**src/pkg/dpcfg_pkg.sv**
```systemverilog
package dpcfg_pkg;

    // Register byte offsets within the display clock control space.
    localparam logic [19:0] DPCFG_OFS_LINK_MON  = 20'h46004;
    localparam logic [19:0] DPCFG_OFS_LINK_TUNE = 20'h46008;
    localparam logic [19:0] DPCFG_OFS_DP_DIV    = 20'h4600C;
    localparam logic [19:0] DPCFG_OFS_DP_MON    = 20'h46010;
    localparam logic [19:0] DPCFG_OFS_DP_TUNE   = 20'h46014;

    // Writable-bit masks; every other bit is reserved and reads zero.
    localparam logic [31:0] DPCFG_MASK_LINK_MON  = 32'h00001F07;
    localparam logic [31:0] DPCFG_MASK_LINK_TUNE = 32'h07FFFFFF;
    localparam logic [31:0] DPCFG_MASK_DP_DIV    = 32'h0FFF83FF;
    localparam logic [31:0] DPCFG_MASK_DP_MON    = 32'h1F070003;
    localparam logic [31:0] DPCFG_MASK_DP_TUNE   = 32'h07FFFFFF;

    // Reset values.
    localparam logic [31:0] DPCFG_RST_LINK_MON  = 32'h00000000;
    localparam logic [31:0] DPCFG_RST_LINK_TUNE = 32'h00000000;
    localparam logic [31:0] DPCFG_RST_DP_DIV    = 32'h0007012B;
    localparam logic [31:0] DPCFG_RST_DP_MON    = 32'h00000000;
    localparam logic [31:0] DPCFG_RST_DP_TUNE   = 32'h00000000;

    // Frequency-change request bits in the clock-control register.
    localparam int DPCFG_BIT_LINK_FCR = 13;
    localparam int DPCFG_BIT_DP_FCR   = 14;

    // Field positions of the divider register.
    localparam int DPCFG_POS_LINK_CAL  = 27;
    localparam int DPCFG_POS_SPARE     = 24;
    localparam int DPCFG_POS_COM_CNT   = 16;
    localparam int DPCFG_POS_VCO_HALF  = 15;
    localparam int DPCFG_POS_REF_DIV   = 8;
    localparam int DPCFG_POS_FB_DIV    = 0;

    // Field positions of the monitor registers.
    localparam int DPCFG_POS_LMON_PORT = 8;
    localparam int DPCFG_POS_LMON_HI   = 2;
    localparam int DPCFG_POS_LMON_LO   = 1;
    localparam int DPCFG_POS_LMON_BIAS = 0;
    localparam int DPCFG_POS_DMON_PORT = 24;
    localparam int DPCFG_POS_DMON_HI   = 18;
    localparam int DPCFG_POS_DMON_LO   = 17;
    localparam int DPCFG_POS_DMON_BIAS = 16;
    localparam int DPCFG_POS_HW_MASK   = 1;
    localparam int DPCFG_POS_FIXED_SOL = 0;

    // Hard-coded divider solutions chosen by the low-rate select input.
    localparam logic [7:0] DPCFG_FIX_FB_HI   = 8'h2B;
    localparam logic [1:0] DPCFG_FIX_REF_HI  = 2'h1;
    localparam logic       DPCFG_FIX_VCO_HI  = 1'b0;
    localparam logic [7:0] DPCFG_FIX_FB_LO   = 8'h2B;
    localparam logic [1:0] DPCFG_FIX_REF_LO  = 2'h1;
    localparam logic       DPCFG_FIX_VCO_LO  = 1'b1;

endpackage : dpcfg_pkg

```
**src/dpcfg_regs.sv**
```systemverilog
`timescale 1ns/1ns
`default_nettype none
// Notes on behaviour
// - Link loop tuning is shadowed; writing 1 to clock-control bit 13 applies it.
// - DP dividers and tuning shadowed; writing 1 to clock-control bit 14 applies.
// - All monitor source selects reset to 0; 0 abutment, 1 local.
// - Reference divider bits 9:8 code n means divide n+1; DP resets to 01.
// - Feedback divider bits 7:0 ratio is value plus two; resets 2B.
// - Common period count bits 23:16 resets 07; do not change mid count.
// - Override bit 1 masks the engine PLL enable from switching the PLL.
// - Solution select 0 uses hard-coded dividers by rate select, else registers.
module dpcfg_regs
    import dpcfg_pkg::*;
(
    // Clock and reset.
    input  wire logic        clk_sys,
    input  wire logic        rst,
    // Register port.
    input  wire logic [19:0] reg_addr,
    input  wire logic        reg_wr,
    input  wire logic        reg_rd,
    input  wire logic [31:0] reg_wdata,
    output logic      [31:0] reg_rdata,
    // Clock-control register write strobe and data.
    input  wire logic        clock_control_reg_wr,
    input  wire logic [31:0] clock_control_reg_wdata,
    // Display engine and rate inputs from pins.
    input  wire logic        engine_pll_enable,
    input  wire logic        low_rate_select,
    // Link PLL outputs.
    output logic      [4:0]  link_monitor_port_select,
    output logic             link_monitor_source_sel_hi,
    output logic             link_monitor_source_sel_lo,
    output logic             link_monitor_bias_on,
    output logic      [26:0] link_loop_tuning,
    // DisplayPort PLL outputs.
    output logic      [4:0]  dp_monitor_port_select,
    output logic             dp_monitor_source_sel_hi,
    output logic             dp_monitor_source_sel_lo,
    output logic             dp_monitor_bias_on,
    output logic      [26:0] dp_loop_tuning,
    output logic             link_calibration_term,
    output logic      [2:0]  dp_spare,
    output logic      [7:0]  common_period_count,
    output logic             vco_halving,
    output logic      [1:0]  reference_divider,
    output logic      [7:0]  feedback_divider,
    output logic             dp_pll_enable
);
    import dpcfg_pkg::*;

    logic [31:0] lmon_ff;
    logic [31:0] dmon_ff;
    logic [31:0] ltune_stg;
    logic [31:0] ltune_act;
    logic [31:0] ddiv_stg;
    logic [31:0] ddiv_act;
    logic [31:0] dtune_stg;
    logic [31:0] dtune_act;
    logic [31:0] dmon_act;
    logic [31:0] dmon_stg_sel;
    logic [31:0] rdata_ff;
    logic [31:0] nxt_rdata;
    logic        eng_meta_ff;
    logic        eng_sync_ff;
    logic        rate_meta_ff;
    logic        rate_sync_ff;
    logic        pll_en_ff;
    logic        nxt_pll_en;

    // Address decode.
    wire sel_lmon  = (reg_addr == DPCFG_OFS_LINK_MON);
    wire sel_ltune = (reg_addr == DPCFG_OFS_LINK_TUNE);
    wire sel_ddiv  = (reg_addr == DPCFG_OFS_DP_DIV);
    wire sel_dmon  = (reg_addr == DPCFG_OFS_DP_MON);
    wire sel_dtune = (reg_addr == DPCFG_OFS_DP_TUNE);

    // Frequency-change requests are one-cycle strobes from clock-control writes.
    wire link_apply = clock_control_reg_wr & clock_control_reg_wdata[DPCFG_BIT_LINK_FCR];
    wire dp_apply   = clock_control_reg_wr & clock_control_reg_wdata[DPCFG_BIT_DP_FCR];

    // Link tuning copy, applied by the link frequency-change request.
    dpcfg_shadow #(
        .RST_VAL (DPCFG_RST_LINK_TUNE),
        .MASK    (DPCFG_MASK_LINK_TUNE)
    ) u_ltune (
        .clk_sys (clk_sys),
        .rst     (rst),
        .wr_en   (reg_wr & sel_ltune),
        .wr_data (reg_wdata),
        .apply   (link_apply),
        .staged  (ltune_stg),
        .active  (ltune_act)
    );

    // DP divider copy.
    dpcfg_shadow #(
        .RST_VAL (DPCFG_RST_DP_DIV),
        .MASK    (DPCFG_MASK_DP_DIV)
    ) u_ddiv (
        .clk_sys (clk_sys),
        .rst     (rst),
        .wr_en   (reg_wr & sel_ddiv),
        .wr_data (reg_wdata),
        .apply   (dp_apply),
        .staged  (ddiv_stg),
        .active  (ddiv_act)
    );

    // DP tuning copy.
    dpcfg_shadow #(
        .RST_VAL (DPCFG_RST_DP_TUNE),
        .MASK    (DPCFG_MASK_DP_TUNE)
    ) u_dtune (
        .clk_sys (clk_sys),
        .rst     (rst),
        .wr_en   (reg_wr & sel_dtune),
        .wr_data (reg_wdata),
        .apply   (dp_apply),
        .staged  (dtune_stg),
        .active  (dtune_act)
    );

    // The solution-select bit is itself double buffered on the DP request.
    dpcfg_shadow #(
        .RST_VAL (DPCFG_RST_DP_MON),
        .MASK    (32'h00000001)
    ) u_dsol (
        .clk_sys (clk_sys),
        .rst     (rst),
        .wr_en   (reg_wr & sel_dmon),
        .wr_data (reg_wdata),
        .apply   (dp_apply),
        .staged  (dmon_stg_sel),
        .active  (dmon_act)
    );

    // Monitor fields take effect on write; only the solution-select bit is shadowed.
    always_ff @(posedge clk_sys or posedge rst)
    begin
        if (rst)
        begin
            lmon_ff <= DPCFG_RST_LINK_MON;
            dmon_ff <= DPCFG_RST_DP_MON;
        end
        else
        begin
            if (reg_wr && sel_lmon)
                lmon_ff <= reg_wdata & DPCFG_MASK_LINK_MON;
            if (reg_wr && sel_dmon)
                dmon_ff <= reg_wdata & DPCFG_MASK_DP_MON;
        end
    end

    // Pins cross two flops before use; the first flop feeds only the second.
    always_ff @(posedge clk_sys or posedge rst)
    begin
        if (rst)
        begin
            eng_meta_ff  <= 1'b0;
            eng_sync_ff  <= 1'b0;
            rate_meta_ff <= 1'b0;
            rate_sync_ff <= 1'b0;
        end
        else
        begin
            eng_meta_ff  <= engine_pll_enable;
            eng_sync_ff  <= eng_meta_ff;
            rate_meta_ff <= low_rate_select;
            rate_sync_ff <= rate_meta_ff;
        end
    end

    // While masked the PLL enable holds its last state instead of following.
    assign nxt_pll_en = dmon_ff[DPCFG_POS_HW_MASK] ? pll_en_ff : eng_sync_ff;

    always_ff @(posedge clk_sys or posedge rst)
    begin
        if (rst)
            pll_en_ff <= 1'b0;
        else
            pll_en_ff <= nxt_pll_en;
    end
    assign dp_pll_enable = pll_en_ff;

    // Solution select: 0 takes the fixed table by rate, 1 the programmed fields.
    wire use_regs = dmon_act[DPCFG_POS_FIXED_SOL];
    assign feedback_divider  = use_regs ? ddiv_act[DPCFG_POS_FB_DIV +: 8]
                             : (rate_sync_ff ? DPCFG_FIX_FB_LO : DPCFG_FIX_FB_HI);
    assign reference_divider = use_regs ? ddiv_act[DPCFG_POS_REF_DIV +: 2]
                             : (rate_sync_ff ? DPCFG_FIX_REF_LO : DPCFG_FIX_REF_HI);
    assign vco_halving       = use_regs ? ddiv_act[DPCFG_POS_VCO_HALF]
                             : (rate_sync_ff ? DPCFG_FIX_VCO_LO : DPCFG_FIX_VCO_HI);

    // Remaining divider fields pass straight from the live copy.
    assign common_period_count   = ddiv_act[DPCFG_POS_COM_CNT +: 8];
    assign link_calibration_term = ddiv_act[DPCFG_POS_LINK_CAL];
    assign dp_spare              = ddiv_act[DPCFG_POS_SPARE +: 3];
    assign dp_loop_tuning        = dtune_act[26:0];
    assign link_loop_tuning      = ltune_act[26:0];

    // Monitor fields.
    assign link_monitor_port_select   = lmon_ff[DPCFG_POS_LMON_PORT +: 5];
    assign link_monitor_source_sel_hi = lmon_ff[DPCFG_POS_LMON_HI];
    assign link_monitor_source_sel_lo = lmon_ff[DPCFG_POS_LMON_LO];
    assign link_monitor_bias_on       = lmon_ff[DPCFG_POS_LMON_BIAS];
    assign dp_monitor_port_select     = dmon_ff[DPCFG_POS_DMON_PORT +: 5];
    assign dp_monitor_source_sel_hi   = dmon_ff[DPCFG_POS_DMON_HI];
    assign dp_monitor_source_sel_lo   = dmon_ff[DPCFG_POS_DMON_LO];
    assign dp_monitor_bias_on         = dmon_ff[DPCFG_POS_DMON_BIAS];

    // Reads return what software wrote; unmapped addresses read zero.
    assign nxt_rdata = !reg_rd   ? rdata_ff
                     : sel_lmon  ? lmon_ff
                     : sel_ltune ? ltune_stg
                     : sel_ddiv  ? ddiv_stg
                     : sel_dmon  ? ((dmon_ff & ~32'h00000001) | dmon_stg_sel)
                     : sel_dtune ? dtune_stg
                     : 32'h00000000;

    always_ff @(posedge clk_sys or posedge rst)
    begin
        if (rst)
            rdata_ff <= 32'h00000000;
        else
            rdata_ff <= nxt_rdata;
    end
    assign reg_rdata = rdata_ff;

endmodule : dpcfg_regs
`default_nettype wire

```
**src/dpcfg_shadow.sv**
```systemverilog
`timescale 1ns/1ns
`default_nettype none
module dpcfg_shadow #(
    parameter logic [31:0] RST_VAL = 32'h00000000,
    parameter logic [31:0] MASK    = 32'hFFFFFFFF
) (
    // Clock and reset.
    input  wire logic        clk_sys,
    input  wire logic        rst,
    // Software side.
    input  wire logic        wr_en,
    input  wire logic [31:0] wr_data,
    input  wire logic        apply,
    // Register contents.
    output logic      [31:0] staged,
    output logic      [31:0] active
);
    logic [31:0] staged_ff;
    logic [31:0] active_ff;
    logic [31:0] nxt_staged;
    logic [31:0] nxt_active;

    // A write in the apply cycle goes live at once, so the two never race.
    assign nxt_staged = wr_en ? (wr_data & MASK) : staged_ff;
    assign nxt_active = apply ? nxt_staged : active_ff;
    assign staged     = staged_ff;
    assign active     = active_ff;

    // Both copies start at the documented reset value.
    always_ff @(posedge clk_sys or posedge rst)
    begin
        if (rst)
        begin
            staged_ff <= RST_VAL;
            active_ff <= RST_VAL;
        end
        else
        begin
            staged_ff <= nxt_staged;
            active_ff <= nxt_active;
        end
    end
endmodule : dpcfg_shadow
`default_nettype wire

```
**config.mk**
```make
export PLATFORM = sky130hd
export DESIGN_NAME = dpcfg_regs
export DESIGN_NICKNAME = d
export VERILOG_FILES = /design/src/pkg/dpcfg_pkg.sv /design/src/dpcfg_regs.sv /design/src/dpcfg_shadow.sv
export SDC_FILE = /design/constraint.sdc
export NUM_CORES = 1
export LEC_CHECK = 0
export BUFFER_PORTS_ARGS = -buffer_cell sky130_fd_sc_hd__buf_4
export CAP_MARGIN = 20
export CORE_MARGIN = 4
export CORE_UTILIZATION = 48
export CTS_CLUSTER_SIZE = 40
export DETAILED_ROUTE_END_ITERATION = 10
export PLACE_DENSITY = 0.78
export SYNTH_ARGS = -nofsm -noshare
export SYNTH_HDL_FRONTEND = slang
export SYNTH_HIERARCHICAL = 1
export SYNTH_SLANG_ARGS = --single-unit
```
**constraint.sdc**
```tcl
create_clock -name clk_sys -period 1.55 [get_ports clk_sys]
set_input_delay 0 -clock clk_sys [delete_from_list [all_inputs] [get_ports clk_sys]]
set_output_delay 0 -clock clk_sys [all_outputs]
set_load 0.05 [all_outputs]
```
# Word-level counts from Yosys, hierarchy flattened

Cells that the tools add are included.

Register bits: 266
Latch bits: 0
Bits in writable memories: 0
Memory bits (read-only): 0
Output and inout bits: 126
Word-level logic and storage cells: 43
Memories kept: 0

$add $sub $neg: 0
Multiply operators: 0
Div/mod/pow operators: 0
$lt $le $gt $ge: 0
Equal/unequal tests: 5
Shifts and indexed selects: 0
Multiplexer cells: 13
Bitwise operators: 7
Reduce and logical (&&, ||, !) cells: 2

Operators with widths:

| kind                                                  | number |
|---|---|
| 2-to-1 mux 32 bit                                     | 9 |
| equality test 20 x 19 -> 1 bit, second input constant | 5 |
| bitwise OR 29 x 32 -> 32 bit                          | 1 |
| 2-to-1 mux 8 bit                                      | 1 |
| AND 1 bit                                             | 6 |
| logical AND 1 bit                                     | 2 |
| 2-to-1 mux 1 bit                                      | 2 |
| 2-to-1 mux 2 bit                                      | 1 |

# Longest topological paths before layout

Gate-level depths: netlist (run 1).

Word-level depth: 6
Depth in mapped cells: 10

# Modules after synthesis

Netlist (run 1), hierarchy kept.

By module, submodules not included:

| module                      | instances | cells an instance | area each (um2) | seq. area each (um2) |
|---|---|---|---|---|
| dpcfg_shadow at u_dtune ... | 2         | 137               | 2570.0          | 1601.5 |
| dpcfg_regs                  | 1         | 392               | 3606.0          | 1351.3 |
| dpcfg_shadow at u_ddiv      | 1         | 136               | 2512.4          | 1621.6 |
| dpcfg_shadow at u_dsol      | 1         | 136               | 2224.6          | 1601.5 |

# Worst setup path before layout (run 1)

Ideal clock, no wire load.

Kind: input-to-reg
Start: input reg_addr[17]
End: register u_ltune.active_ff[22] (netlist: u_ltune/active[22])
Setup time: 0.125 ns
Arrival time: 2.331 ns
Required time: 1.425 ns
Path slack: -0.906 ns
Cell stages on the path: 9
Path through: or4_4 > or4_4 > buf_6 > buf_8 > nor3_1 > buf_6 > buf_6 > mux2_4 > mux2_4

Longest elaborated chain between the ends: 3

Ends and longest elaborated chain:

| item                           | RTL line           | text |
|---|---|---|
| from (decl)                    | dpcfg_regs.sv:19   | `input wire logic [19:0] reg_addr,` |
| equality test 20 x 19 -> 1 bit | dpcfg_regs.sv:73   | `wire sel_ltune = (reg_addr == DPCFG_OFS_LINK_TUNE);` |
| AND 1 bit                      | dpcfg_regs.sv:89   | `.wr_en (reg_wr & sel_ltune),` |
| 2-to-1 mux 32 bit              | dpcfg_shadow.sv:24 | `assign nxt_staged = wr_en ? (wr_data & MASK) : staged_ff;` |
| via u_ltune.nxt_staged[22]     | dpcfg_shadow.sv:20 | `logic [31:0] nxt_staged;` |
| to (signal assigned)           | dpcfg_shadow.sv:40 | `active_ff <= nxt_active;` |
| to (decl)                      | dpcfg_shadow.sv:19 | `logic [31:0] active_ff;` |

The timed path passes the listed nets, and every way through them passes these cells.
A chain may end at the register's enable or synchronous reset.

# Final worst setup path (run 1)

Start: input reg_addr[0]
End: register u_ltune.active_ff[10] (netlist: u_ltune/active[10])

Same word-level chain as after synthesis.

==> implementation parameters, run 1 <==
Parameter                              Value

Detailed routing
  Post-detailed-routing wire length    between 30000 and 40000 um
  Wire per inst    between 20 and 25 um
  Pre-Repair DR Iteration Count    5
  Average via count per standard cell    roughly 5.4
  Number of nets with antenna violations after routing    0
  Starting DRT DRC Count    between 400 and 500
  Vias    7726
  DRC violations left    0

Yosys
  Post-Synthesis Cell Area    approximately 0.012 mm^2
  Number of instances in the synthesized netlist    836
  Synthesis warning total    6
  Number of nets in the synthesized netlist    slightly above 900
  Average footprint of a synthesized cell    13.9 um^2

STA
  Worst Tran Pin Value    594 ps
  Upper clock frequency limit    roughly 560 MHz
  Final period demand of the worst path    roughly 1800 ps
  Setup violators final    56
  Number of failing hold endpoints at the final stage    0
  Final Slew Violations    0
  Worst clock skew on the final layout    7.56 ps
  RSZ-0062 raised after global routing    true
  Max transition margin    60.4%
  Final clock period utilization by the worst path    115%
  Worst setup margin    -232 ps

Die
  Top-level port count    ~220
  Die area    0.0268 mm^2
  Height of the die    164 um
  Die width    approximately 160 um
  Initial Utilization    approximately 49%
  Standard-cell row count    56
  Area of the core    about 0.024 mm^2

Power
  Fraction of power consumed by combinational cells    approximately 5.7%
  Sequential group share of total power    approximately 47%
  Power Dens Cells    950 mW/mm^2
  Clock power share    between 40% and 50%
  Worst-case vdd ir drop    0.663 mV
  Switching part of the total    22.0%
  Internal power    11200 uW
  Leak pwr    0.00743 uW
  Sw power    3180 uW

GRT
  First-pass GRT wire length    approximately 50000 um
  Largest net degree at the start of global routing    56
  Overall Global Routing Usage    between 20% and 30%
  Sum of overflow across all layers after global routing    0
  Via count of the first global-routing pass    between 8000 and 9000
  Antenna violations before repair    0

Cells and area
  Share of layout cells above drive strength 1    around 46%
  Number of nets in the layout    1185
  Final standard cell utilization of the core    64.0%
  Area Overhead vs Synth    30.1%
  Final design area excluding fillers    ~0.015 mm^2
  Antenna Cells    0
  Layout fillers    1740

Flow run
  Total of max-cap violations    0

Critical path
  Top cell family by delay on the critical path    simple AND/OR/NAND/NOR gates
  Endpoint class of the critical path    register
  Arrival time reported for the critical path endpoint    2200 ps
  Category of the worst setup path launch point    input pin
  Critical Setup Path Class    input pin to register
  Number of buffer and inverter stages on the critical path    4
  Cells along the critical path    buf_6 -> or4_4 -> or4_4 -> nor3_4 -> buf_12 -> buf_12 -> buf_16 -> mux2_4 -> mux2_4
  Critical path's slowest cell    sky130_fd_sc_hd__or4_4
  Endpoint required time on the critical path    1970 ps
  Delay of the slowest critical-path stage    roughly 550 ps
  Worst-path maximum fanout    5

Placed design
  Post-DP HPWL    a little over 20000 um
  Post-detailed-placement cell area    approximately 0.014 mm^2
  Weighted congestion reported at the end of routability-driven placement    around 0.85
  Port Buf Inserts    roughly 180

Clock network
  Number of sinks driven by the clock tree    260
  Root Driver    sky130_fd_sc_hd__clkbuf_16
  Number of clock buffers inserted by TritonCTS    28
  H-Tree Level Count    1
  Worst-skew pair later-pin latency    between 500 and 600 ps
  TritonCTS clock tree    done
  Max clock buf depth    3
  CTS clock-pin slew for the worst setup and hold paths    60 ps

Worst hold path
  Worst min-delay path category    input pin to register

Outcome
  Failing checks    setup timing
  Status    finished with violations
==> final timing paths <==
| check | from | endpoint | cells after the start | slack, ps |
|---|---|---|---|---|
| min | reg_wr | u_dsol/staged[0]$_DFF_PP0_ | 4 | 70 |
| max in group asynchronous | rst | u_ltune/staged[30]$_DFF_PP0_ | 4 | 750 |
| max reg2reg | u_ddiv/staged[0]$_DFF_PP1_ | reg_rdata[0]$_DFFE_PP0P_ | 4 | 270 |
| min in group asynchronous | rst | u_dsol/staged[13]$_DFF_PP0_ | 3 | 110 |
| max | reg_addr[0] | u_ltune/active[10]$_DFFE_PP0P_ | 9 | -230 |
| min reg2reg | eng_meta_ff$_DFF_PP0_ | eng_sync_ff$_DFF_PP0_ | 0 | 350 |
==> state kept, by name, summed over array words and instances (netlist names) <==
name	count
dmon_ff	9
dp_pll_enable	1
eng_meta_ff	1
eng_sync_ff	1
lmon_ff	8
rate_meta_ff	1
rate_sync_ff	1
reg_rdata	32
u_ddiv/active	23
u_ddiv/staged	32
u_dsol/active	1
u_dsol/staged	32
u_dtune/active	27
u_dtune/staged	32
u_ltune/active	27
u_ltune/staged	32
==> power by group through the flow <==
| stage | logic (uW) | registers [uW] | clock network (uW) |
|---|---|---|---|
| CTS | 828 | 6800 | 6870 |
| finish | 826 | 6800 | 6780 |
| global route | 887 | 6790 | 7160 |
| detailed placement | 752 | 6920 | 0 |
| floorplan | 374 | 6930 | 0 |
| global placement | 736 | 6920 | 0 |
==> area by class of cell <==
type	instances	area [um^2]	area share, %
timing repair buffer	292	2540	16.8
sequential	260	6530	43.0
tap	319	399	2.63
clock buffer	44	852	5.62
clock inverter	8	95.1	0.627
multi-input combinational	478	4620	30.5
inverter	34	128	0.842
==> what timing repair did <==
action / in CTS / in global routing
cloned: 3 / 0
resized for setup: 17 / 5
setup buffers: 9 / 3
setup endpoints to repair: 121 / 110
pin swaps: 5 / 2
hold endpoints to repair: 426 / 0
hold buffers: 35 / 0
==> layer usage <==
metal  part of all wire [%]  up-vias  GRT usage, %
met5                      0        -             0
met4                    2.4        0          6.06
met3                    5.8       43          3.84
met2                     48      273          38.5
met1                     44     3969          33.5
li1                       -     3441             -
==> layout by cell type (no fill, tap or decap), types with 9 or more instances in the layout <==
master	instances
sky130_fd_sc_hd__o2111ai_1	21
sky130_fd_sc_hd__mux2_4	146
sky130_fd_sc_hd__nor2_1	13
sky130_fd_sc_hd__mux2i_1	28
sky130_fd_sc_hd__buf_12	13
sky130_fd_sc_hd__o21ai_0	9
sky130_fd_sc_hd__a21oi_1	17
sky130_fd_sc_hd__o22ai_1	18
sky130_fd_sc_hd__nor3_1	9
sky130_fd_sc_hd__mux2_2	29
sky130_fd_sc_hd__nand2b_1	23
sky130_fd_sc_hd__dlygate4sd3_1	35
sky130_fd_sc_hd__nor2b_1	78
sky130_fd_sc_hd__buf_4	233
sky130_fd_sc_hd__dfstp_2	16
sky130_fd_sc_hd__inv_1	29
sky130_fd_sc_hd__o21ai_1	16
sky130_fd_sc_hd__dfrtp_1	244
sky130_fd_sc_hd__nand2_1	10
sky130_fd_sc_hd__clkbuf_16	29
==> worst register-to-register path, stage by stage, from the launching register on <==
cell and delay (ps):
sky130_fd_sc_hd__dfstp_2 550, sky130_fd_sc_hd__nand2b_1 100, sky130_fd_sc_hd__a22oi_1 70, sky130_fd_sc_hd__o32a_1 340
sky130_fd_sc_hd__o22ai_1 140
==> per-stage QoR <==
| step | hold slack [ps] | total power [uW] | instances | setup TNS (ps) | worst slack [ps] |
|---|---|---|---|---|---|
| 6_report | 67.5 | 14400 | 1435 | -6500 | -232 |
| 4_1_cts | 35.3 | 14500 | 1436 | -7970 | -297 |
| 3_3_place_gp | 111 | 7660 | 1337 | -119380 | -863 |
| 3_5_place_dp | 114 | 7670 | 1337 | -125370 | -886 |
| 2_1_floorplan | 31.4 | 7300 | 836 | -95520 | -832 |
| 5_1_grt | 59.0 | 14800 | 1435 | -9120 | -272 |
No activity file was read; power rests on OpenSTA's default activity.
==> inputs of run 2 (changes only) <==
--- a/config.mk
+++ b/config.mk
@@ -11,8 +11,7 @@
 export CORE_UTILIZATION = 48
 export CTS_CLUSTER_SIZE = 40
 export DETAILED_ROUTE_END_ITERATION = 10
-export PLACE_DENSITY = 0.78
+export PLACE_DENSITY = 0.81
 export SYNTH_ARGS = -nofsm -noshare
 export SYNTH_HDL_FRONTEND = slang
-export SYNTH_HIERARCHICAL = 1
 export SYNTH_SLANG_ARGS = --single-unit
==> implementation parameters, run 2 <==
Parameter                              Value

Cells and area
  Non-filler instance count after layout    1413 (-1.5%)
  Area Overhead vs Synth    34.5%
  Multi-input combinational cell area    0.00376 mm^2 (-19%)
  Layout fillers    1391 (-20%)
  Seq. cell area    0.00533 mm^2 (-18%)
  Most common cell after layout, fill and taps aside    sky130_fd_sc_hd__buf_4
  Number of nets in the layout    1225 (+3.4%)
  Flip-flop count of the largest register, all copies and words added    29
  Final standard cell utilization of the core    66.3% (+2.3 points)
  Final design area excluding fillers    0.0126 mm^2 (-17%)
  Top library cells by usage in the layout, fill and taps aside    sky130_fd_sc_hd__buf_4 (224), sky130_fd_sc_hd__dfrtp_1 (196), sky130_fd_sc_hd__nand2_1 (96)
  Share of layout cells above drive strength 1    33.8% (-12 points)

Power
  Leak pwr    0.00598 uW (-20%)
  Worst-case vdd ir drop    0.689 mV (+3.8%)
  Power Dens Cells    1090 mW/mm^2 (+15%)
  Overall power consumption    13700 uW (-4.9%)

Yosys
  Post-synth EDFFs    0
  Average footprint of a synthesized cell    10.1 um^2 (-28%)
  Post-Synthesis Cell Area    0.00935 mm^2 (-20%)
  Number of instances in the synthesized netlist    926 (+11%)
  Part of the Yosys area used for sequential elements    between 50% and 60%
  Leading cell types by count after synthesis    sky130_fd_sc_hd__dfrtp_1 (196), sky130_fd_sc_hd__nand2_1 (96), sky130_fd_sc_hd__nor2_1 (81)
  Fraction of registers with async set or reset after synthesis    100%
  Synth top area cells    sky130_fd_sc_hd__dfrtp_1 (52%), sky130_fd_sc_hd__a31oi_1 (5.2%), sky130_fd_sc_hd__dfstp_2 (4.5%)
  Share of the synthesized area in the top cell type    a little over half
  Flip-flop and latch count after synthesis    around 210
  Main flop type after synthesis    sky130_fd_sc_hd__dfrtp_1
  Unique masters post-synth    52
  Synthesis warning total    0 (-6)
  Count leader, synth    sky130_fd_sc_hd__dfrtp_1
  Cell type contributing the most total cell area after synthesis    sky130_fd_sc_hd__dfrtp_1

Critical path
  Top cell family by delay on the critical path    flip-flops
  Endpoint class of the critical path    output port
  Worst-path maximum fanout    3 (-2)
  Cells along the critical path    mux2_2 -> buf_4
  Arrival time reported for the critical path endpoint    1530 ps (-670 ps)
  Delay of the slowest critical-path stage    440 ps (-110 ps)
  Number of buffer and inverter stages on the critical path    1 (-3)
  Endpoint required time on the critical path    1550 ps (-420 ps)
  Critical Setup Path Class    register to output port
  Category of the worst setup path launch point    register
  Critical path's slowest cell    sky130_fd_sc_hd__dfrtp_1

Outcome
  Status    complete, no violations

STA
  Setup violators final    0 (-100%)
  Worst clock skew on the final layout    11.9 ps (+4.31 ps)
  RSZ-0062 raised after global routing    false
  Final Slew Violations    0 (unchanged)
  Final period demand of the worst path    1530 ps (-255 ps)
  Upper clock frequency limit    655 MHz (+17%)
  Max transition margin    65.5% (+5.2 points)
  Worst Tran Pin Value    513 ps (-80.4 ps)
  Setup TNS    0 ps (+6500 ps)
  Number of failing hold endpoints at the final stage    0 (unchanged)
  Final clock period utilization by the worst path    98.5% (-16 points)

Die
  Die width    148 um (-9.9%)
  Initial Utilization    49.3% (+0.13 points)
  Top-level port count    217 (unchanged)
  Die area    0.0218 mm^2 (-19%)
  Height of the die    148 um (-9.9%)
  Standard-cell row count    50 (-11%)
  Area of the core    0.0190 mm^2 (-20%)

GRT
  First-pass GRT wire length    48800 um (-1.2%)
  Overall Global Routing Usage    28.0% (+4.3 points)
  Via count of the first global-routing pass    8691 (+3.9%)
  Antenna violations before repair    1 (+1)
  Largest net degree at the start of global routing    103 (+84%)
  Sum of overflow across all layers after global routing    0 (unchanged)

Detailed routing
  Pre-Repair DR Iteration Count    7 (+2)
  Starting DRT DRC Count    1061 (+120%)
  Wire per inst    22.0 um (-0.43%)
  Vias    8648 (+12%)
  Post-detailed-routing wire length    31100 um (-2.0%)
  Number of nets with antenna violations after routing    0 (unchanged)
  Average via count per standard cell    6.12 (+14%)
  DRC violations left    0 (unchanged)

Placed design
  Number of cells in the design after placement    1336 (-0.075%)
  Port Buf Inserts    180 (-1.6%)
  Weighted congestion reported at the end of routability-driven placement    0.854 (+0.40%)
  Post-detailed-placement cell area    0.0115 mm^2 (-16%)
  Post-DP HPWL    21100 um (+3.1%)

Worst hold path
  Worst min-delay path category    input pin to async pin

Clock network
  H-Tree Level Count    1 (unchanged)
  Number of clock buffers inserted by TritonCTS    23 (-18%)
  Max clock buf depth    3 (unchanged)
  Worst-skew pair later-pin latency    510 ps (-30 ps)
  Setup Fix Bufs, Post-CTS    0 (-9)
  Number of sinks driven by the clock tree    212 (-18%)
  Root Driver    sky130_fd_sc_hd__clkbuf_16
  TritonCTS clock tree    done
  CTS clock-pin slew for the worst setup and hold paths    60 ps (about the same)

Flow run
  Total of max-cap violations    0 (unchanged)
run 2: layer usage:
metal  vias to the layer above  wire length (um)  part of all wire, %  global-route usage, %
met5                         -                 0                    0                      0
met4                         0              1030                  3.3                   9.32
met3                        94              3490                   11                   6.93
met2                       580             14100                   45                   42.9
met1                      4242             12600                   40                   39.4
li1                       3732                 -                    -                      -
run 2: worst paths after layout:
path                                         startpoint                           end  slack, ps  depth (start not counted)
max                        u_dsol.active[0]$_DFFE_PP0P_                   vco_halving         20                          2
max in group asynchronous                           rst  u_ddiv.active[5]$_DFFE_PP1P_        830                          4
min in group clk_sys                        reg_addr[1]      reg_rdata[1]$_DFFE_PP0P_         50                          6
max reg2reg                      dmon_ff[1]$_DFFE_PP0P_      reg_rdata[1]$_DFFE_PP0P_        220                          4
min reg2reg                       eng_meta_ff$_DFF_PP0_         eng_sync_ff$_DFF_PP0_        360                          0
min                                                 rst        lmon_ff[1]$_DFFE_PP0P_          8                          3
run 2: layout make-up:
| type | count | share of cell area [%] |
|---|---|---|
| sequential | 212 | 42.3 |
| antenna | 2 | 0.0398 |
| timing repair buffer | 277 | 19.1 |
| clock inverter | 7 | 0.736 |
| tap | 260 | 2.59 |
| inverter | 4 | 0.149 |
| clock buffer | 35 | 5.17 |
| multi-input combinational | 616 | 29.9 |
run 2: cells by family after synthesis:
kind of cell,Yosys count,synth area share (%)
other cells,1,0.0401
buf+inv,100,5.46
mux,19,2.29
flops,212,56.9
compound gates,238,16.8
simple gates,356,18.5
run 2: stage by stage:
step | setup WS, ps | hold slack [ps]
floorplan | -1190 | 31.4
global placement | -194 | -23.6
detailed placement | -262 | -26.8
CTS | 42.5 | 5.30
global route | 9.89 | 25.7
finish | 22.9 | 7.63
run 2: timing repair:
| action | 4_1_cts | 5_1_grt |
|---|---|---|
| hold endpoints to repair | 375 | 0 |
| gates resized for setup | 0 | 1 |
| hold buffers | 33 | 0 |
| endpoints found under the setup margin | 0 | 3 |
run 2: worst reg2reg max path: stages, from the launching register on:
cell	delay (ps)
sky130_fd_sc_hd__dfrtp_1	400
sky130_fd_sc_hd__and3b_1	180
sky130_fd_sc_hd__o21bai_1	60
sky130_fd_sc_hd__a2111o_1	450
sky130_fd_sc_hd__o21ai_0	160
run 2: power by group:
part           switching (uW)  total (uW)  internal (uW)
Clock                    2260        5500           3240
Combinational            1520        2220            699
Sequential                184        5980           5790
Total                    3970       13700           9730
==> inputs of run 3 (changes only) <==
--- a/config.mk
+++ b/config.mk
@@ -7,6 +7,7 @@
 export LEC_CHECK = 0
 export BUFFER_PORTS_ARGS = -buffer_cell sky130_fd_sc_hd__buf_4
 export CAP_MARGIN = 20
+export CORE_ASPECT_RATIO = 0.8
 export CORE_MARGIN = 4
 export CORE_UTILIZATION = 48
 export CTS_CLUSTER_SIZE = 40
==> implementation parameters, run 3 (synthesis results as in run 2) <==
Parameter                              Value

Clock network
  Max clock buf depth    3 (unchanged)
  Worst-skew pair later-pin latency    520 ps (about the same)
  Root Driver    sky130_fd_sc_hd__clkbuf_16
  CTS clock-pin slew for the worst setup and hold paths    60 ps (about the same)
  Setup Fix Bufs, Post-CTS    0 (unchanged)
  H-Tree Level Count    1 (unchanged)
  Number of clock buffers inserted by TritonCTS    22 (-4.3%)
  TritonCTS clock tree    done
  Number of sinks driven by the clock tree    212 (unchanged)

GRT
  Sum of overflow across all layers after global routing    0 (unchanged)
  Via count of the first global-routing pass    8223 (-5.4%)
  Antenna violations before repair    0 (-1)
  Largest net degree at the start of global routing    103 (unchanged)
  First-pass GRT wire length    46100 um (-5.4%)
  Overall Global Routing Usage    26.9% (-1.1 points)

Die
  Height of the die    133 um (-10%)
  Standard-cell row count    45 (-10%)
  Initial Utilization    49.1% (-0.19 points)
  Area of the core    0.0190 mm^2 (+0.40%)
  Die width    164 um (+11%)
  Die area    0.0218 mm^2 (about the same)
  Top-level port count    217 (unchanged)

Cells and area
  Top library cells by usage in the layout, fill and taps aside    sky130_fd_sc_hd__buf_4 (219), sky130_fd_sc_hd__dfrtp_1 (196), sky130_fd_sc_hd__nand2_1 (96)
  Layout fillers    1464 (+5.2%)
  Share of layout cells above drive strength 1    33.3% (-0.46 points)
  Flip-flop count of the largest register, all copies and words added    29 (unchanged)
  Area Overhead vs Synth    34.2%
  Most common cell after layout, fill and taps aside    sky130_fd_sc_hd__buf_4
  Non-filler instance count after layout    1407 (-0.42%)
  Final standard cell utilization of the core    65.9% (-0.42 points)
  Seq. cell area    0.00533 mm^2 (unchanged)
  Antenna Cells    0 (-2)
  Number of nets in the layout    1225 (unchanged)
  Final design area excluding fillers    0.0125 mm^2 (-0.24%)
  Multi-input combinational cell area    0.00376 mm^2 (about the same)

Placed design
  Port Buf Inserts    180 (unchanged)
  Weighted congestion reported at the end of routability-driven placement    0.890 (+4.3%)
  Number of cells in the design after placement    1333 (-0.22%)
  Post-detailed-placement cell area    0.0115 mm^2 (+0.47%)
  Worst setup slack before clock tree synthesis    -237 ps (+24.4 ps)
  Post-DP HPWL    20900 um (-0.83%)

Critical path
  Critical path's most frequent cell    sky130_fd_sc_hd__buf_4
  Number of buffer and inverter stages on the critical path    2 (+1)
  Critical path's slowest cell    sky130_fd_sc_hd__dfrtp_1
  Endpoint required time on the critical path    1550 ps (about the same)
  Category of the worst setup path launch point    register
  Delay of the slowest critical-path stage    410 ps (-30 ps)
  Top cell family by delay on the critical path    flip-flops
  Arrival time reported for the critical path endpoint    1450 ps (-80 ps)
  Critical Setup Path Class    register to output port
  Cells along the critical path    buf_4 -> and2_1 -> buf_4
  Endpoint class of the critical path    output port
  Worst-path maximum fanout    10 (+7)

STA
  Worst setup margin    102 ps (+79.1 ps)
  Worst clock skew on the final layout    15.4 ps (+3.50 ps)
  RSZ-0062 raised after global routing    false
  Setup violators final    0 (unchanged)
  Number of failing hold endpoints at the final stage    0 (unchanged)
  Worst Tran Pin Value    617 ps (+103 ps)
  Max transition margin    58.8% (-6.7 points)
  Final Slew Violations    0 (unchanged)
  Final clock period utilization by the worst path    93.4% (-5.1 points)
  Final period demand of the worst path    1450 ps (-79.1 ps)
  Upper clock frequency limit    691 MHz (+5.5%)

Outcome
  Status    complete, no violations

Detailed routing
  Starting DRT DRC Count    715 (-33%)
  Vias    8305 (-4.0%)
  Pre-Repair DR Iteration Count    5 (-2)
  Average via count per standard cell    5.90 (-3.6%)
  Post-detailed-routing wire length    29900 um (-4.0%)
  Number of nets with antenna violations after routing    0 (unchanged)
  DRC violations left    0 (unchanged)
  Wire per inst    21.3 um (-3.6%)

Worst hold path
  Worst min-delay path category    input pin to register

Power
  Power Dens Cells    1040 mW/mm^2 (-4.3%)
  Leak pwr    0.00596 uW (-0.26%)
  Overall power consumption    13100 uW (-4.5%)
  Worst-case vdd ir drop    0.724 mV (+5.1%)

Flow run
  Total of max-cap violations    0 (unchanged)
-- run 3: stage by stage --
step	setup TNS [ps]	hold slack, ps
finish	0	24.5
global route	0	22.3
CTS	0	9.73
detailed placement	-27440	-57.9
global placement	-23360	-59.7
floorplan	-250280	31.4
-- run 3: repair_timing --
| item | CTS | global route |
|---|---|---|
| hold buffers | 35 | 0 |
| endpoints found under the hold margin | 389 | 0 |
| gates resized for setup | 0 | 0 |
-- run 3: worst reg2reg max path, delay by kind of cell, from the launching register on --
| family | cells | cell delay, ps |
|---|---|---|
| compound gates | 3 | 700 |
| flops | 1 | 550 |
-- run 3: layer usage --
layer  global-route usage [%]  routed length (um)
met1                     36.2               12000
met2                     44.6               14500
met3                     5.54                2470
met4                     7.03                 841
met5                        0                   0
-- run 3: cell type report --
type | count | area share (%)
clock buffer | 34 | 4.83
multi-input combinational | 616 | 29.9
tap | 258 | 2.57
clock inverter | 5 | 0.339
sequential | 212 | 42.4
inverter | 4 | 0.150
timing repair buffer | 278 | 19.7
-- run 3: final timing paths --
| kind | slack (ps) | cells past startpoint | end | from |
|---|---|---|---|---|
| max in group asynchronous | 350 | 5 | u_ltune.active[18]$_DFFE_PP0P_ | rst |
| worst min register to register | 350 | 0 | eng_sync_ff$_DFF_PP0_ | eng_meta_ff$_DFF_PP0_ |
| worst max-delay path | 100 | 3 | feedback_divider[6] | u_dsol.active[0]$_DFFE_PP0P_ |
| min in group asynchronous | 590 | 4 | u_ddiv.active[9]$_DFFE_PP0P_ | rst |
| worst min-delay path | 20 | 5 | u_ltune.staged[10]$_DFF_PP0_ | reg_addr[11] |
| worst max register to register | 220 | 3 | reg_rdata[1]$_DFFE_PP0P_ | u_ddiv.staged[1]$_DFF_PP1_ |
-- run 3: report_power, final --
| group | internal (uW) | switching (uW) | total [uW] | leakage, uW |
|---|---|---|---|---|
| clock network | 2710 | 2200 | 4910 | 0.000316 |
| logic | 705 | 1500 | 2210 | 0.00289 |
| registers | 5790 | 175 | 5970 | 0.00276 |
